===== config.mk =====
export PLATFORM = sky130hd
export DESIGN_NAME = clock_prescaler_control
export DESIGN_NICKNAME = d
export VERILOG_FILES = /design/src/shared/clkgen_pkg.sv /design/src/hdl/clock_prescaler_control.sv
export SDC_FILE = /design/constraint.sdc
export NUM_CORES = 1
export LEC_CHECK = 0
export ABC_CLOCK_PERIOD_IN_PS = 3600
export BUFFER_PORTS_ARGS = -buffer_cell sky130_fd_sc_hd__buf_2
export CAP_MARGIN = 20
export CORE_UTILIZATION = 40
export CTS_CLUSTER_DIAMETER = 60
export CTS_CLUSTER_SIZE = 8
export DETAILED_ROUTE_END_ITERATION = 8
export PLACE_DENSITY = 0.74
export SLEW_MARGIN = 10
export SYNTH_ARGS = -nofsm -noshare
export SYNTH_HDL_FRONTEND = slang
export SYNTH_SLANG_ARGS = --single-unit

===== constraint.sdc =====
create_clock -name mclk -period 3.6 [get_ports mclk]
set_clock_uncertainty 0.05 [all_clocks]
set_input_delay 0.54 -clock mclk [delete_from_list [all_inputs] [get_ports mclk]]
set_output_delay 0.54 -clock mclk [all_outputs]
set_load 0.01 [all_outputs]

===== src/shared/clkgen_pkg.sv =====
// clkgen_pkg: offsets, field positions, reset values and divider codes
// for the clock prescaler control block.
// assumes an 8-bit cpu data path and 16-bit memory-mapped addresses.
package clkgen_pkg;
  // register byte addresses in the cpu data space
  localparam logic [15:0] SLOW_OSC_MODE_ADDR = 16'hff58;
  localparam logic [15:0] PERIPH_DIV_ADDR = 16'hfff3;
  localparam logic [15:0] CPU_DIV_ADDR = 16'hfffb;
  // reset values
  localparam logic [7:0] SLOW_OSC_MODE_RST = 8'h00;
  localparam logic [7:0] PERIPH_DIV_RST = 8'h02;
  localparam logic [7:0] CPU_DIV_RST = 8'h02;
  // field positions
  localparam int SLOW_OSC_HALT_BIT = 0;
  localparam int CPU_DIVIDE_SELECT_BIT = 1;
  localparam int PERIPH_DIVIDE_LOW_BIT = 0;
  localparam int PERIPH_DIVIDE_HIGH_BIT = 1;
  // writable bits per register, the rest read zero
  localparam logic [7:0] SLOW_OSC_MODE_MASK = 8'h01;
  localparam logic [7:0] PERIPH_DIV_MASK = 8'h03;
  localparam logic [7:0] CPU_DIV_MASK = 8'h02;
  // cpu divide exponent (system clock / 2^n) from {pre1,pre0,proc}
  localparam logic [2:0] CPU_SEL_DIV1 = 3'h0;
  localparam logic [2:0] CPU_SEL_DIV2 = 3'h2;
  localparam logic [2:0] CPU_SEL_DIV4_A = 3'h1;
  localparam logic [2:0] CPU_SEL_DIV4_B = 3'h4;
  localparam logic [2:0] CPU_SEL_DIV8 = 3'h3;
  localparam logic [2:0] CPU_SEL_DIV16 = 3'h5;
  // periph divide codes {pre1,pre0}
  localparam logic [1:0] PER_SEL_DIV1 = 2'h0;
  localparam logic [1:0] PER_SEL_DIV2 = 2'h1;
  localparam logic [1:0] PER_SEL_DIV4 = 2'h2;
  // shortest instruction length in cpu clocks
  localparam int MIN_INSTR_CPU_CLOCKS = 2;
  localparam int PRESCALE_BITS = 4;
endpackage : clkgen_pkg


===== src/hdl/clock_prescaler_control.sv =====
// clock_prescaler_control: system clock selection, two-stage prescaler,
// slow oscillator control and the three cpu-visible control registers.
// assumes the oscillators and the external clock are far slower than
// mclk, so each source level is oversampled; option levels are stable
// while reset is held.
`timescale 1ns/1ps

module clock_prescaler_control (
  input wire logic mclk, // 100 mhz block clock
  input wire logic reset, // synchronous, active high
  input wire logic ce, // clock enable, freezes all state when low unless reset is high
  input wire logic opt_ext_clock, // option: 1 = external clock source
  input wire logic opt_slow_stoppable, // option: software may stop slow osc
  input wire logic hs_osc_clk, // internal high-speed oscillator level
  input wire logic external_clock_pin, // external clock pin level
  input wire logic standby, // cpu in standby
  input wire logic [15:0] addr, // cpu byte address
  input wire logic wr_en, // byte write strobe
  input wire logic bit_wr_en, // single-bit write strobe
  input wire logic [2:0] bit_sel, // bit number for bit write
  input wire logic bit_val, // value for bit write
  input wire logic [7:0] wdata, // byte write data
  input wire logic rd_en, // read strobe
  output logic [7:0] rdata, // read data, one cycle after rd_en
  output logic rd_hit, // read addressed one of our registers
  output logic sys_clk_external, // external source selected
  output logic external_pin_free, // pin released to port logic
  output logic periph_clk, // divided peripheral clock level
  output logic periph_tick, // one-cycle pulse per periph rising edge
  output logic cpu_clk, // divided cpu clock level
  output logic cpu_tick, // one-cycle pulse per cpu rising edge
  output logic [5:0] min_instr_sysclks, // shortest instr in system clocks
  output logic slow_osc_run, // slow oscillator enable
  output logic wdt_slow_forced, // watchdog source pinned to slow clock
  output logic wdt_slow_clk_en, // slow clock delivered to watchdog
  output logic timer_slow_clk_en // slow clock delivered to interval timer
);
  import clkgen_pkg::*;

  typedef struct packed {
    logic ext_s1;
    logic ext_s2;
    logic ext_s3;
    logic ext_filt;
    logic sys_lvl;
    logic [PRESCALE_BITS-1:0] cnt;
    logic cpu_sel;
    logic [1:0] per_sel;
    logic slow_halt;
    logic [2:0] cpu_shift;
    logic [1:0] per_shift;
    logic [2:0] pend_cpu_shift;
    logic [1:0] pend_per_shift;
    logic opt_ext;
    logic opt_stop;
    logic [7:0] rdata;
    logic rd_hit;
    logic periph_clk;
    logic cpu_clk;
    logic periph_tick;
    logic cpu_tick;
  } state_t;

  state_t st_reg;
  state_t st_next;

  // cpu exponent for a {pre1,pre0,proc} code; valid flags legal codes
  function automatic logic [3:0] cpu_code(input logic [2:0] c);
    logic [3:0] r;
    r = 4'h0;
    case (c)
      CPU_SEL_DIV1: r = {1'b1, 3'h0};
      CPU_SEL_DIV2: r = {1'b1, 3'h1};
      CPU_SEL_DIV4_A: r = {1'b1, 3'h2};
      CPU_SEL_DIV4_B: r = {1'b1, 3'h2};
      CPU_SEL_DIV8: r = {1'b1, 3'h3};
      CPU_SEL_DIV16: r = {1'b1, 3'h4};
      default: r = 4'h0;
    endcase
    return r;
  endfunction : cpu_code

  // level of the counter tap that a divide exponent selects; inverted so
  // the divided clock rises where its tick fires, at the low bits' wrap
  function automatic logic tap(input logic [PRESCALE_BITS-1:0] c,
                               input logic [2:0] s, input logic lvl);
    logic r;
    r = lvl;
    if (s != 3'h0) begin
      r = ~c[s[1:0] - 2'h1];
    end
    return r;
  endfunction : tap

  // mask of counter bits that must be zero at a divided rising edge
  function automatic logic [PRESCALE_BITS-1:0] edge_mask(
      input logic [2:0] s);
    logic [PRESCALE_BITS-1:0] r;
    r = 4'h0;
    case (s)
      3'h0: r = 4'h0;
      3'h1: r = 4'h1;
      3'h2: r = 4'h3;
      3'h3: r = 4'h7;
      default: r = 4'hf;
    endcase
    return r;
  endfunction : edge_mask

  always_comb begin
    logic sys_src;
    logic sys_rise;
    logic [PRESCALE_BITS-1:0] cnt_n;
    logic [7:0] cpu_v;
    logic [7:0] per_v;
    logic [7:0] slow_v;
    logic [7:0] mask_b;
    logic [3:0] code;
    logic hit_c;
    logic hit_p;
    logic hit_s;
    logic wr_any;
    sys_src = 1'b0;
    sys_rise = 1'b0;
    cnt_n = 4'h0;
    mask_b = 8'h00;
    code = 4'h0;
    cpu_v = 8'h00;
    per_v = 8'h00;
    slow_v = 8'h00;
    hit_c = 1'b0;
    hit_p = 1'b0;
    hit_s = 1'b0;
    wr_any = 1'b0;
    st_next = st_reg;
    st_next.periph_tick = 1'b0;
    st_next.cpu_tick = 1'b0;

    // external pin: three flops, a change counts once s2 and s3 agree
    st_next.ext_s1 = external_clock_pin;
    st_next.ext_s2 = st_reg.ext_s1;
    st_next.ext_s3 = st_reg.ext_s2;
    if (st_reg.ext_s2 == st_reg.ext_s3) begin
      st_next.ext_filt = st_reg.ext_s3;
    end

    // source is fixed by the option latched at reset, never by software
    sys_src = st_reg.opt_ext ? st_reg.ext_filt : hs_osc_clk;
    st_next.sys_lvl = sys_src;
    sys_rise = sys_src & ~st_reg.sys_lvl;

    // one counter feeds both stages so the cpu clock is a strict
    // subdivision of the peripheral clock
    cnt_n = st_reg.cnt;
    if (sys_rise) begin
      cnt_n = st_reg.cnt + 4'h1;
      st_next.cnt = cnt_n;
      // only swap ratios when every tap wraps together, so no stretch
      // or runt period can appear on either divided clock
      if (cnt_n == 4'h0) begin
        st_next.cpu_shift = st_reg.pend_cpu_shift;
        st_next.per_shift = st_reg.pend_per_shift;
      end
      st_next.periph_tick =
        ((cnt_n & edge_mask({1'b0, st_reg.per_shift})) == 4'h0);
      st_next.cpu_tick = ((cnt_n & edge_mask(st_reg.cpu_shift)) == 4'h0);
    end
    st_next.periph_clk = tap(cnt_n, {1'b0, st_reg.per_shift}, sys_src);
    st_next.cpu_clk = tap(cnt_n, st_reg.cpu_shift, sys_src);

    // register image, unused bits forced to zero
    cpu_v = {6'h00, st_reg.cpu_sel, 1'b0};
    per_v = {6'h00, st_reg.per_sel};
    slow_v = {7'h00, st_reg.slow_halt};
    hit_c = (addr == CPU_DIV_ADDR);
    hit_p = (addr == PERIPH_DIV_ADDR);
    hit_s = (addr == SLOW_OSC_MODE_ADDR);
    wr_any = wr_en | bit_wr_en;

    // byte write takes wdata, bit write patches one bit of the image
    if (wr_en) begin
      mask_b = 8'hff;
    end else if (bit_wr_en) begin
      mask_b = 8'h01 << bit_sel;
    end
    if (wr_any && hit_c) begin
      cpu_v = (cpu_v & ~mask_b) | ((wr_en ? wdata : {8{bit_val}}) & mask_b);
      cpu_v = cpu_v & CPU_DIV_MASK;
      st_next.cpu_sel = cpu_v[CPU_DIVIDE_SELECT_BIT];
    end
    if (wr_any && hit_p) begin
      per_v = (per_v & ~mask_b) | ((wr_en ? wdata : {8{bit_val}}) & mask_b);
      per_v = per_v & PERIPH_DIV_MASK;
      st_next.per_sel = {per_v[PERIPH_DIVIDE_HIGH_BIT],
                         per_v[PERIPH_DIVIDE_LOW_BIT]};
    end
    // a locked option makes the mode register inert
    if (wr_any && hit_s && st_reg.opt_stop) begin
      slow_v = (slow_v & ~mask_b) |
               ((wr_en ? wdata : {8{bit_val}}) & mask_b);
      slow_v = slow_v & SLOW_OSC_MODE_MASK;
      st_next.slow_halt = slow_v[SLOW_OSC_HALT_BIT];
    end

    // legal combinations become the pending ratio; illegal ones leave
    // the running selection untouched
    code = cpu_code({st_next.per_sel, st_next.cpu_sel});
    if (code[3]) begin
      st_next.pend_cpu_shift = code[2:0];
      case (st_next.per_sel)
        PER_SEL_DIV2: st_next.pend_per_shift = 2'h1;
        PER_SEL_DIV4: st_next.pend_per_shift = 2'h2;
        default: st_next.pend_per_shift = 2'h0;
      endcase
    end

    // registered read data, unmapped addresses read zero
    st_next.rd_hit = rd_en & (hit_c | hit_p | hit_s);
    st_next.rdata = 8'h00;
    if (rd_en) begin
      if (hit_c) begin
        st_next.rdata = {6'h00, st_reg.cpu_sel, 1'b0};
      end else if (hit_p) begin
        st_next.rdata = {6'h00, st_reg.per_sel};
      end else if (hit_s) begin
        st_next.rdata = {7'h00, st_reg.slow_halt};
      end
    end

    // options are caught while reset is held, so they are constant after
    if (reset) begin
      st_next = '0;
      st_next.opt_ext = opt_ext_clock;
      st_next.opt_stop = opt_slow_stoppable;
      st_next.cpu_sel = CPU_DIV_RST[CPU_DIVIDE_SELECT_BIT];
      st_next.per_sel = PERIPH_DIV_RST[1:0];
      st_next.slow_halt = SLOW_OSC_MODE_RST[SLOW_OSC_HALT_BIT];
      // reset code {1,0,1} selects system clock / 16
      code = cpu_code({PERIPH_DIV_RST[1:0],
                       CPU_DIV_RST[CPU_DIVIDE_SELECT_BIT]});
      st_next.cpu_shift = code[2:0];
      st_next.pend_cpu_shift = st_next.cpu_shift;
      st_next.per_shift = 2'h2;
      st_next.pend_per_shift = 2'h2;
    end
  end

  // single state register; ce low holds everything, reset still wins
  always_ff @(posedge mclk) begin
    if (ce || reset) begin
      st_reg <= st_next;
    end
  end

  assign rdata = st_reg.rdata;
  assign rd_hit = st_reg.rd_hit;
  assign sys_clk_external = st_reg.opt_ext;
  assign external_pin_free = ~st_reg.opt_ext;
  assign periph_clk = st_reg.periph_clk;
  assign periph_tick = st_reg.periph_tick;
  assign cpu_clk = st_reg.cpu_clk;
  assign cpu_tick = st_reg.cpu_tick;
  // two cpu clocks expressed in system clocks
  assign min_instr_sysclks =
    6'(MIN_INSTR_CPU_CLOCKS) << st_reg.cpu_shift;
  // runs from reset release; halt honoured only when option allows
  assign slow_osc_run =
    ~(st_reg.opt_stop & st_reg.slow_halt);
  assign wdt_slow_forced = ~st_reg.opt_stop;
  // watchdog loses the slow clock in standby only when stoppable
  assign wdt_slow_clk_en = slow_osc_run & (~standby | ~st_reg.opt_stop);
  // interval timer keeps counting through standby
  assign timer_slow_clk_en = slow_osc_run;
endmodule : clock_prescaler_control


==> report_table.html, run 1 <==
<table>
<tr><th>Metric</th><th>Value</th></tr>
<tr><th colspan="2">Route</th></tr>
<tr><td># DRC</td><td>0</td></tr>
<tr><td>First-pass DRT Iterations</td><td>4</td></tr>
<tr><td>Antenna-violating nets left</td><td>0</td></tr>
<tr><td>Vias</td><td>1483</td></tr>
<tr><td>WL/cell</td><td>12.0 µm</td></tr>
<tr><td>Wire length reported by the detailed router</td><td>~3600 µm</td></tr>
<tr><td>Mean number of vias per cell</td><td>5.01</td></tr>
<tr><td>Count of routing violations after the opening detailed-route iteration</td><td>79</td></tr>
<tr><th colspan="2">Clock tree</th></tr>
<tr><td>Clock-pin slew of the registers on the worst-case setup and hold paths</td><td>0.06 ns</td></tr>
<tr><td>CTS tree</td><td>built</td></tr>
<tr><td>Skew-Pair Late Insertion Delay</td><td>roughly 0.28 ns</td></tr>
<tr><td>Number of gates resized after cts</td><td>0</td></tr>
<tr><td>Sink count of the clock tree</td><td>32</td></tr>
<tr><td>Number of buffers between clock root and the deepest sink</td><td>2</td></tr>
<tr><td>Clk root buf</td><td>sky130_fd_sc_hd__clkbuf_8</td></tr>
<tr><td>Number of hold buffers added after CTS</td><td>0</td></tr>
<tr><td>Number of H-tree branching levels</td><td>2</td></tr>
<tr><td>Number of buffers created by CTS</td><td>5</td></tr>
<tr><td>Post-CTS setup buffer count</td><td>0</td></tr>
<tr><th colspan="2">Synthesis</th></tr>
<tr><td>Compound-cell area share of the yosys netlist</td><td>8.77%</td></tr>
<tr><td>Leading register cell type out of synthesis</td><td>sky130_fd_sc_hd__edfxtp_1</td></tr>
<tr><td>Per-instance average area after synthesis</td><td>11.0 µm²</td></tr>
<tr><td>Share of async-settable or async-resettable flops after synthesis</td><td>0%</td></tr>
<tr><td>Adder and majority gate portion of the synthesized area</td><td>5.05%</td></tr>
<tr><td>Xor and xnor area share after synthesis</td><td>2.21%</td></tr>
<tr><td>Post-synth EDFFs</td><td>32</td></tr>
<tr><td>Post-synthesis mux area share</td><td>4.79%</td></tr>
<tr><td>Combinational family with the most area after synthesis</td><td>simple AND/OR/NAND/NOR gates</td></tr>
<tr><td>Post-synthesis sequential element count</td><td>32</td></tr>
<tr><td>Count of synthesis-stage warnings from yosys</td><td>0</td></tr>
<tr><td>Cell area after synthesis</td><td>0.00198 mm²</td></tr>
<tr><td>Synthesized-area fraction occupied by and/or/nand/nor cells</td><td>around a quarter</td></tr>
<tr><td>Main area contributors after synthesis</td><td>sky130_fd_sc_hd__edfxtp_1, sky130_fd_sc_hd__ha_1, sky130_fd_sc_hd__buf_4, sky130_fd_sc_hd__nor2b_1, sky130_fd_sc_hd__mux2i_1</td></tr>
<tr><td>Post-synthesis instance total</td><td>181</td></tr>
<tr><td>Share of Yosys cell area claimed by the top area cell type</td><td>48.5%</td></tr>
<tr><td>Library cell with the largest summed area after synthesis</td><td>sky130_fd_sc_hd__edfxtp_1</td></tr>
<tr><td>Distinct cell type count after synthesis</td><td>46</td></tr>
<tr><td>Sequential element share of the synthesized area</td><td>48.5%</td></tr>
<tr><th colspan="2">Timing</th></tr>
<tr><td>Post-route clock period utilization</td><td>around 66%</td></tr>
<tr><td>Final-layout setup total negative slack</td><td>0 ns</td></tr>
<tr><td>Worst relative slew slack</td><td>around 56%</td></tr>
<tr><td>Number of hold violations in the final report</td><td>0</td></tr>
<tr><td>Max-slew violation count</td><td>0</td></tr>
<tr><td>Max frequency</td><td>0.420 GHz</td></tr>
<tr><td>Final critical-path required period</td><td>2.38 ns</td></tr>
<tr><td>Transition at the pin with the smallest max-transition slack</td><td>0.657 ns</td></tr>
<tr><td>RSZ-0062 raised after global routing</td><td>no</td></tr>
<tr><td>Setup violations, final</td><td>0</td></tr>
<tr><th colspan="2">Setup path</th></tr>
<tr><td>Kind of launch point of the worst setup path</td><td>primary input</td></tr>
<tr><td>Reg2Reg Launch Point</td><td>sys_clk_external</td></tr>
<tr><td>Critical-path top delay cell</td><td>sky130_fd_sc_hd__a21boi_0</td></tr>
<tr><td>Top fanout value on the critical path</td><td>5</td></tr>
<tr><td>Total buffers and inverters traversed by the critical path</td><td>1</td></tr>
<tr><td>Worst R2R Setup Slack</td><td>approximately 1.5 ns</td></tr>
<tr><td>Worst EP required</td><td>~3.5 ns</td></tr>
<tr><td>Startpoint-to-endpoint class of the critical path</td><td>primary input to flop</td></tr>
<tr><td>Max stage delay on crit path</td><td>0.54 ns</td></tr>
<tr><td>Crit path cell chain</td><td>buf_2 -&gt; nand4b_4 -&gt; nor4_2 -&gt; o21ai_0 -&gt; mux2i_1 -&gt; nor2_1 -&gt; a21boi_0</td></tr>
<tr><td>Worst Setup End Kind</td><td>flop</td></tr>
<tr><td>Crit path arrival time</td><td>about 2.3 ns</td></tr>
<tr><td>Cell class contributing the biggest share of worst-path delay</td><td>compound AO/OA/AOI/OAI gates</td></tr>
<tr><td>Reg-to-reg critical path endpoint</td><td>cpu_clk</td></tr>
<tr><td>Length in cells of the worst reg-to-reg path</td><td>6</td></tr>
<tr><th colspan="2">Placed design</th></tr>
<tr><td>Number of buffer cells added on primary ports</td><td>50</td></tr>
<tr><td>Total placed cells including tap cells</td><td>289</td></tr>
<tr><td>Weighted congestion reported at the end of routability-driven placement</td><td>0.816</td></tr>
<tr><td>Half-perimeter wire length after placement</td><td>about 2700 µm</td></tr>
<tr><th colspan="2">Finish</th></tr>
<tr><td>Max FFs per register</td><td>24</td></tr>
<tr><td>Final-layout fill cell count</td><td>464</td></tr>
<tr><td>Fraction of final layout cells with drive strength greater than 1</td><td>28.8%</td></tr>
<tr><td>Final non-filler cell total</td><td>296</td></tr>
<tr><td>Final core area utilization</td><td>48.9%</td></tr>
<tr><td>Number of antenna repair diodes</td><td>0</td></tr>
<tr><td>Number of nets at the end of the flow</td><td>approximately 280</td></tr>
<tr><td>Layout area overhead</td><td>17.3%</td></tr>
<tr><td>Most used cells in the layout excluding fill and tap cells</td><td>sky130_fd_sc_hd__buf_2, sky130_fd_sc_hd__edfxtp_1, sky130_fd_sc_hd__nor2_1</td></tr>
<tr><td>Leading cell type in the layout, fill and taps excluded</td><td>sky130_fd_sc_hd__buf_2</td></tr>
<tr><th colspan="2">Job</th></tr>
<tr><td>Number of max-cap violations</td><td>0</td></tr>
<tr><th colspan="2">Global route</th></tr>
<tr><td>Overflow left after global routing</td><td>0</td></tr>
<tr><td>GRT Overall Usage</td><td>~16%</td></tr>
<tr><td>Number of global-route vias before repair</td><td>roughly 1.4k</td></tr>
<tr><td>Pin count of the biggest net entering global routing</td><td>35</td></tr>
<tr><td>Wire length of the first global-routing pass</td><td>6310 µm</td></tr>
<tr><td>Antenna violations before repair</td><td>0</td></tr>
<tr><th colspan="2">Power</th></tr>
<tr><td>Power per Cell Area</td><td>~370 mW/mm²</td></tr>
<tr><td>Max rail drop VDD</td><td>0.000156 V</td></tr>
<tr><td>Leakage</td><td>between 0.9 and 1 nW</td></tr>
<tr><th colspan="2">Hold path</th></tr>
<tr><td>Worst hold start</td><td>opt_ext_clock</td></tr>
<tr><td>Worst Hold Class</td><td>primary input to flop</td></tr>
<tr><td>Worst hold stages</td><td>1</td></tr>
<tr><td>WHS Endpoint</td><td>sys_clk_external</td></tr>
<tr><th colspan="2">Floorplan</th></tr>
<tr><td>Chip height</td><td>72.4 µm</td></tr>
<tr><td>Number of placement rows</td><td>25</td></tr>
<tr><td>Placeable Area</td><td>0.00475 mm²</td></tr>
<tr><td>Overall die area</td><td>0.00524 mm²</td></tr>
<tr><td>Number of ports placed on the die boundary</td><td>64</td></tr>
<tr><td>Horizontal die dimension</td><td>72.4 µm</td></tr>
<tr><td>Initial core utilization</td><td>41.7%</td></tr>
<tr><th colspan="2">Run status</th></tr>
<tr><td>Outcome</td><td>finished clean</td></tr>
</table>
## per-stage QoR
step	power, mW	hold slack (ns)	worst slack (ns)	cell area [µm²]
2_1_floorplan	0.577	0.429	1.27	2010
3_3_place_gp	0.624	0.433	0.937	2250
3_5_place_dp	0.627	0.434	0.897	2250
4_1_cts	0.877	0.376	1.21	2330
5_1_grt	0.918	0.373	0.931	2330
6_report	0.868	0.384	1.22	2330
## cell families (layout without fill, tap and decap cells)
kind of cell / after synthesis / after routing
other: 1 / 7
DFF: 32 / 32
xor gates and xnor gates: 5 / 5
and+or+nand+nor: 75 / 75
muxes: 9 / 9
buffers and inverters: 26 / 68
AOI/OAI and AO/OA: 25 / 25
adders and majority gates: 8 / 8
## layer usage
layer  track usage [%]  wire (µm)  vias to the layer above
met2              26.7       1770                       44
met1              18.9       1530                      692
met5                 0          0                        -
li1                  -          -                      740
met3              4.86        195                        7
met4              6.54         59                        0
## power by group
group	switching, mW	total [mW]	leakage (nW)	internal (mW)
sequential	0.0208	0.464	0.326	0.443
clock	0.121	0.248	0.0391	0.127
combinational	0.0878	0.155	0.614	0.0677
total	0.230	0.868	0.980	0.638
## cells in the mapped netlist (3+ instances only)
master	n
sky130_fd_sc_hd__inv_1	10
sky130_fd_sc_hd__o21ai_0	4
sky130_fd_sc_hd__a211oi_1	3
sky130_fd_sc_hd__mux2i_1	7
sky130_fd_sc_hd__nand2_1	9
sky130_fd_sc_hd__xnor2_1	3
sky130_fd_sc_hd__nor3_1	8
sky130_fd_sc_hd__buf_4	10
sky130_fd_sc_hd__nor2b_1	12
sky130_fd_sc_hd__a21oi_1	5
sky130_fd_sc_hd__or2_2	3
sky130_fd_sc_hd__nor4_1	5
sky130_fd_sc_hd__clkbuf_1	6
sky130_fd_sc_hd__edfxtp_1	32
sky130_fd_sc_hd__nor2_1	16
sky130_fd_sc_hd__ha_1	8
## layout make-up
cell class,count,area (µm²),area share [%]
timing repair buffer,51,258,11.1
clock inverter,2,7.51,0.323
inverter,10,37.5,1.61
clock buffer,5,68.8,2.96
tap,67,83.8,3.60
sequential,32,961,41.3
multi-input combinational,129,910,39.1
## how the worst max path moves through the flow
| stage | startpoint | to | cells past startpoint |
|---|---|---|---|
| global placement | addr[2] | st_reg[19] | 7 |
| CTS | addr[2] | st_reg[18] | 7 |
| finish | addr[2] | st_reg[18] | 7 |
| floorplan | addr[2] | st_reg[15] | 6 |
| detailed placement | addr[2] | st_reg[18] | 7 |
| global route | bit_sel[2] | st_reg[18] | 7 |
Note: power is estimated with default switching activity, not from simulation.
==> run 2, diff against run 1 <==
--- a/config.mk
+++ b/config.mk
@@ -5,7 +5,7 @@
 export SDC_FILE = /design/constraint.sdc
 export NUM_CORES = 1
 export LEC_CHECK = 0
-export ABC_CLOCK_PERIOD_IN_PS = 3600
+export ABC_CLOCK_PERIOD_IN_PS = 2300
 export BUFFER_PORTS_ARGS = -buffer_cell sky130_fd_sc_hd__buf_2
 export CAP_MARGIN = 20
 export CORE_UTILIZATION = 40
==> constraint.sdc (replaced) <==
create_clock -name mclk -period 2.3 [get_ports mclk]
set_clock_uncertainty 0.05 [all_clocks]
set_input_delay 0.345 -clock mclk [delete_from_list [all_inputs] [get_ports mclk]]
set_output_delay 0.345 -clock mclk [all_outputs]
set_load 0.01 [all_outputs]
==> report_table.html, run 2 (synthesis gave the netlist of run 1 again) <==
<table>
<tr><th>Metric</th><th>Value</th></tr>
<tr><th colspan="2">Global route</th></tr>
<tr><td>Met2 layer usage reported by global route</td><td>27.5% (+0.83 points)</td></tr>
<tr><td>Met3 GRT Util</td><td>3.47% (-1.4 points)</td></tr>
<tr><td>Fraction of met1 tracks used by global routing</td><td>18.1% (-0.74 points)</td></tr>
<tr><td>GRT Overall Usage</td><td>15.9% (+0.050 points)</td></tr>
<tr><td>Most crowded layer after global routing</td><td>met2</td></tr>
<tr><td>Antenna violations before repair</td><td>0 (unchanged)</td></tr>
<tr><td>Overflow left after global routing</td><td>0 (unchanged)</td></tr>
<tr><td>Number of global-route vias before repair</td><td>1416 (-2.0%)</td></tr>
<tr><td>Pin count of the biggest net entering global routing</td><td>24 (-31%)</td></tr>
<tr><td>Wire length of the first global-routing pass</td><td>6230 µm (-1.2%)</td></tr>
<tr><th colspan="2">Timing</th></tr>
<tr><td>Final worst-path setup slack</td><td>0.254 ns (-0.963 ns)</td></tr>
<tr><td>Max frequency</td><td>0.489 GHz</td></tr>
<tr><td>RSZ-0062 raised after global routing</td><td>no</td></tr>
<tr><td>Final critical-path required period</td><td>about 2.0 ns</td></tr>
<tr><td>Setup violations, final</td><td>0 (unchanged)</td></tr>
<tr><td>Final-layout setup total negative slack</td><td>0 ns (unchanged)</td></tr>
<tr><td>Number of hold violations in the final report</td><td>0 (unchanged)</td></tr>
<tr><td>Max-slew violation count</td><td>0 (unchanged)</td></tr>
<tr><td>Post-route clock period utilization</td><td>between 80% and 90%</td></tr>
<tr><td>Final hold slack</td><td>0.198 ns (-0.186 ns)</td></tr>
<tr><th colspan="2">Floorplan</th></tr>
<tr><td>Initial core utilization</td><td>41.7% (unchanged)</td></tr>
<tr><td>Number of placement rows</td><td>25 (unchanged)</td></tr>
<tr><td>Number of ports placed on the die boundary</td><td>64 (unchanged)</td></tr>
<tr><td>Horizontal die dimension</td><td>72.4 µm (unchanged)</td></tr>
<tr><td>Overall die area</td><td>0.00524 mm² (unchanged)</td></tr>
<tr><td>Chip height</td><td>72.4 µm (unchanged)</td></tr>
<tr><td>Placeable Area</td><td>0.00475 mm² (unchanged)</td></tr>
<tr><th colspan="2">Placed design</th></tr>
<tr><td>Half-perimeter wire length after placement</td><td>2790 µm (+3.1%)</td></tr>
<tr><td>Pre-CTS setup slack</td><td>0.142 ns (-0.755 ns)</td></tr>
<tr><td>Area post-placement</td><td>0.00229 mm² (+1.7%)</td></tr>
<tr><td>Number of buffer cells added on primary ports</td><td>50 (unchanged)</td></tr>
<tr><td>Total placed cells including tap cells</td><td>294 (+1.7%)</td></tr>
<tr><td>Weighted congestion reported at the end of routability-driven placement</td><td>0.795 (-2.5%)</td></tr>
<tr><th colspan="2">Route</th></tr>
<tr><td># DRC</td><td>0 (unchanged)</td></tr>
<tr><td>First-pass DRT Iterations</td><td>4 (unchanged)</td></tr>
<tr><td>Vias</td><td>1468 (-1.0%)</td></tr>
<tr><td>Mean number of vias per cell</td><td>4.88 (-2.7%)</td></tr>
<tr><td>Count of routing violations after the opening detailed-route iteration</td><td>136 (+72%)</td></tr>
<tr><td>Antenna-violating nets left</td><td>0 (unchanged)</td></tr>
<tr><td>WL/cell</td><td>11.9 µm (-0.72%)</td></tr>
<tr><td>Wire length reported by the detailed router</td><td>3590 µm (+0.96%)</td></tr>
<tr><th colspan="2">Clock tree</th></tr>
<tr><td>Number of buffers created by CTS</td><td>5 (unchanged)</td></tr>
<tr><td>CTS tree</td><td>built</td></tr>
<tr><td>Number of hold buffers added after CTS</td><td>0 (unchanged)</td></tr>
<tr><td>Number of buffers between clock root and the deepest sink</td><td>2 (unchanged)</td></tr>
<tr><td>Number of H-tree branching levels</td><td>2 (unchanged)</td></tr>
<tr><td>Clk root buf</td><td>sky130_fd_sc_hd__clkbuf_8</td></tr>
<tr><td>Skew-Pair Late Insertion Delay</td><td>0.27 ns (about the same)</td></tr>
<tr><td>Clock-pin slew of the registers on the worst-case setup and hold paths</td><td>0.06 ns (about the same)</td></tr>
<tr><td>Sink count of the clock tree</td><td>32 (unchanged)</td></tr>
<tr><td>Number of gates resized after cts</td><td>0 (unchanged)</td></tr>
<tr><td>Post-CTS setup buffer count</td><td>0 (unchanged)</td></tr>
<tr><th colspan="2">Setup path</th></tr>
<tr><td>Crit path arrival time</td><td>2.14 ns (-0.11 ns)</td></tr>
<tr><td>Top fanout value on the critical path</td><td>8 (+3)</td></tr>
<tr><td>Length in cells of the worst reg-to-reg path</td><td>6 (unchanged)</td></tr>
<tr><td>Worst Setup End Kind</td><td>flop</td></tr>
<tr><td>Worst EP required</td><td>2.40 ns (-1.06 ns)</td></tr>
<tr><td>Startpoint-to-endpoint class of the critical path</td><td>flop to flop</td></tr>
<tr><td>Kind of launch point of the worst setup path</td><td>flop</td></tr>
<tr><th colspan="2">Finish</th></tr>
<tr><td>Post-Layout Inst Area</td><td>0.00236 mm² (+1.7%)</td></tr>
<tr><td>Sequential cell area</td><td>961 µm² (unchanged)</td></tr>
<tr><td>Final core area utilization</td><td>49.7% (+0.82 points)</td></tr>
<tr><td>Number of nets at the end of the flow</td><td>281 (+1.8%)</td></tr>
<tr><td>Leading cell type in the layout, fill and taps excluded</td><td>sky130_fd_sc_hd__buf_2</td></tr>
<tr><td>Most used cells in the layout excluding fill and tap cells</td><td>sky130_fd_sc_hd__buf_2, sky130_fd_sc_hd__edfxtp_1, sky130_fd_sc_hd__nor2_1</td></tr>
<tr><td>Fraction of final layout cells with drive strength greater than 1</td><td>30.8% (+1.9 points)</td></tr>
<tr><td>Area used by multi-input combinational logic</td><td>910 µm² (unchanged)</td></tr>
<tr><td>Max FFs per register</td><td>24 (unchanged)</td></tr>
<tr><td>Number of antenna repair diodes</td><td>0 (unchanged)</td></tr>
<tr><td>Final-layout fill cell count</td><td>457 (-1.5%)</td></tr>
<tr><td>Layout area overhead</td><td>19.2%</td></tr>
<tr><td>Final non-filler cell total</td><td>301 (+1.7%)</td></tr>
<tr><th colspan="2">Run status</th></tr>
<tr><td>Outcome</td><td>finished clean</td></tr>
<tr><th colspan="2">Power</th></tr>
<tr><td>Max rail drop VDD</td><td>0.000244 V (+56%)</td></tr>
<tr><td>Total power after layout</td><td>1.37 mW (+58%)</td></tr>
<tr><td>Power per Cell Area</td><td>580 mW/mm² (+56%)</td></tr>
<tr><td>Leakage</td><td>1.01 nW (+2.7%)</td></tr>
<tr><th colspan="2">Hold path</th></tr>
<tr><td>Worst hold stages</td><td>1 (unchanged)</td></tr>
<tr><td>Worst Hold Class</td><td>primary input to flop</td></tr>
<tr><th colspan="2">Job</th></tr>
<tr><td>Number of max-cap violations</td><td>0 (unchanged)</td></tr>
</table>
==> run 2: metal layers <==
| layer | vias up | wire [µm] | part of all wire, % |
|---|---|---|---|
| li1 | 748 | - | - |
| met1 | 672 | 1560 | 43 |
| met2 | 46 | 1840 | 51 |
| met3 | 2 | 160 | 4.5 |
| met4 | 0 | 31 | 0.86 |
| met5 | - | 0 | 0 |
==> run 2: cell type report <==
cell class | count | area share, %
tap | 67 | 3.54
inverter | 10 | 1.59
sequential | 32 | 40.6
multi-input combinational | 129 | 38.5
clock inverter | 1 | 0.212
clock buffer | 6 | 3.07
timing repair buffer | 56 | 12.5
==> run 2: where the power goes <==
part	switching (mW)	internal [mW]	total [mW]
logic	0.144	0.114	0.257
registers	0.0287	0.693	0.722
clock network	0.188	0.205	0.393
total	0.360	1.01	1.37
==> run 2: worst paths after layout <==
path         slack [ns]               end              from
max                0.25           cpu_clk  sys_clk_external
max reg2reg        0.25           cpu_clk  sys_clk_external
min                0.20  sys_clk_external     opt_ext_clock
min reg2reg        0.44        st_reg[24]        st_reg[19]
==> run 2: worst max-delay path, stage by stage (launching register included) <==
cell and delay [ns]:
sky130_fd_sc_hd__edfxtp_1 0.43, sky130_fd_sc_hd__mux2i_2 0.42, sky130_fd_sc_hd__nor2_1 0.19, sky130_fd_sc_hd__mux2i_1 0.31, sky130_fd_sc_hd__mux2i_1 0.12, sky130_fd_sc_hd__nor4b_1 0.25
sky130_fd_sc_hd__a211o_1 0.15
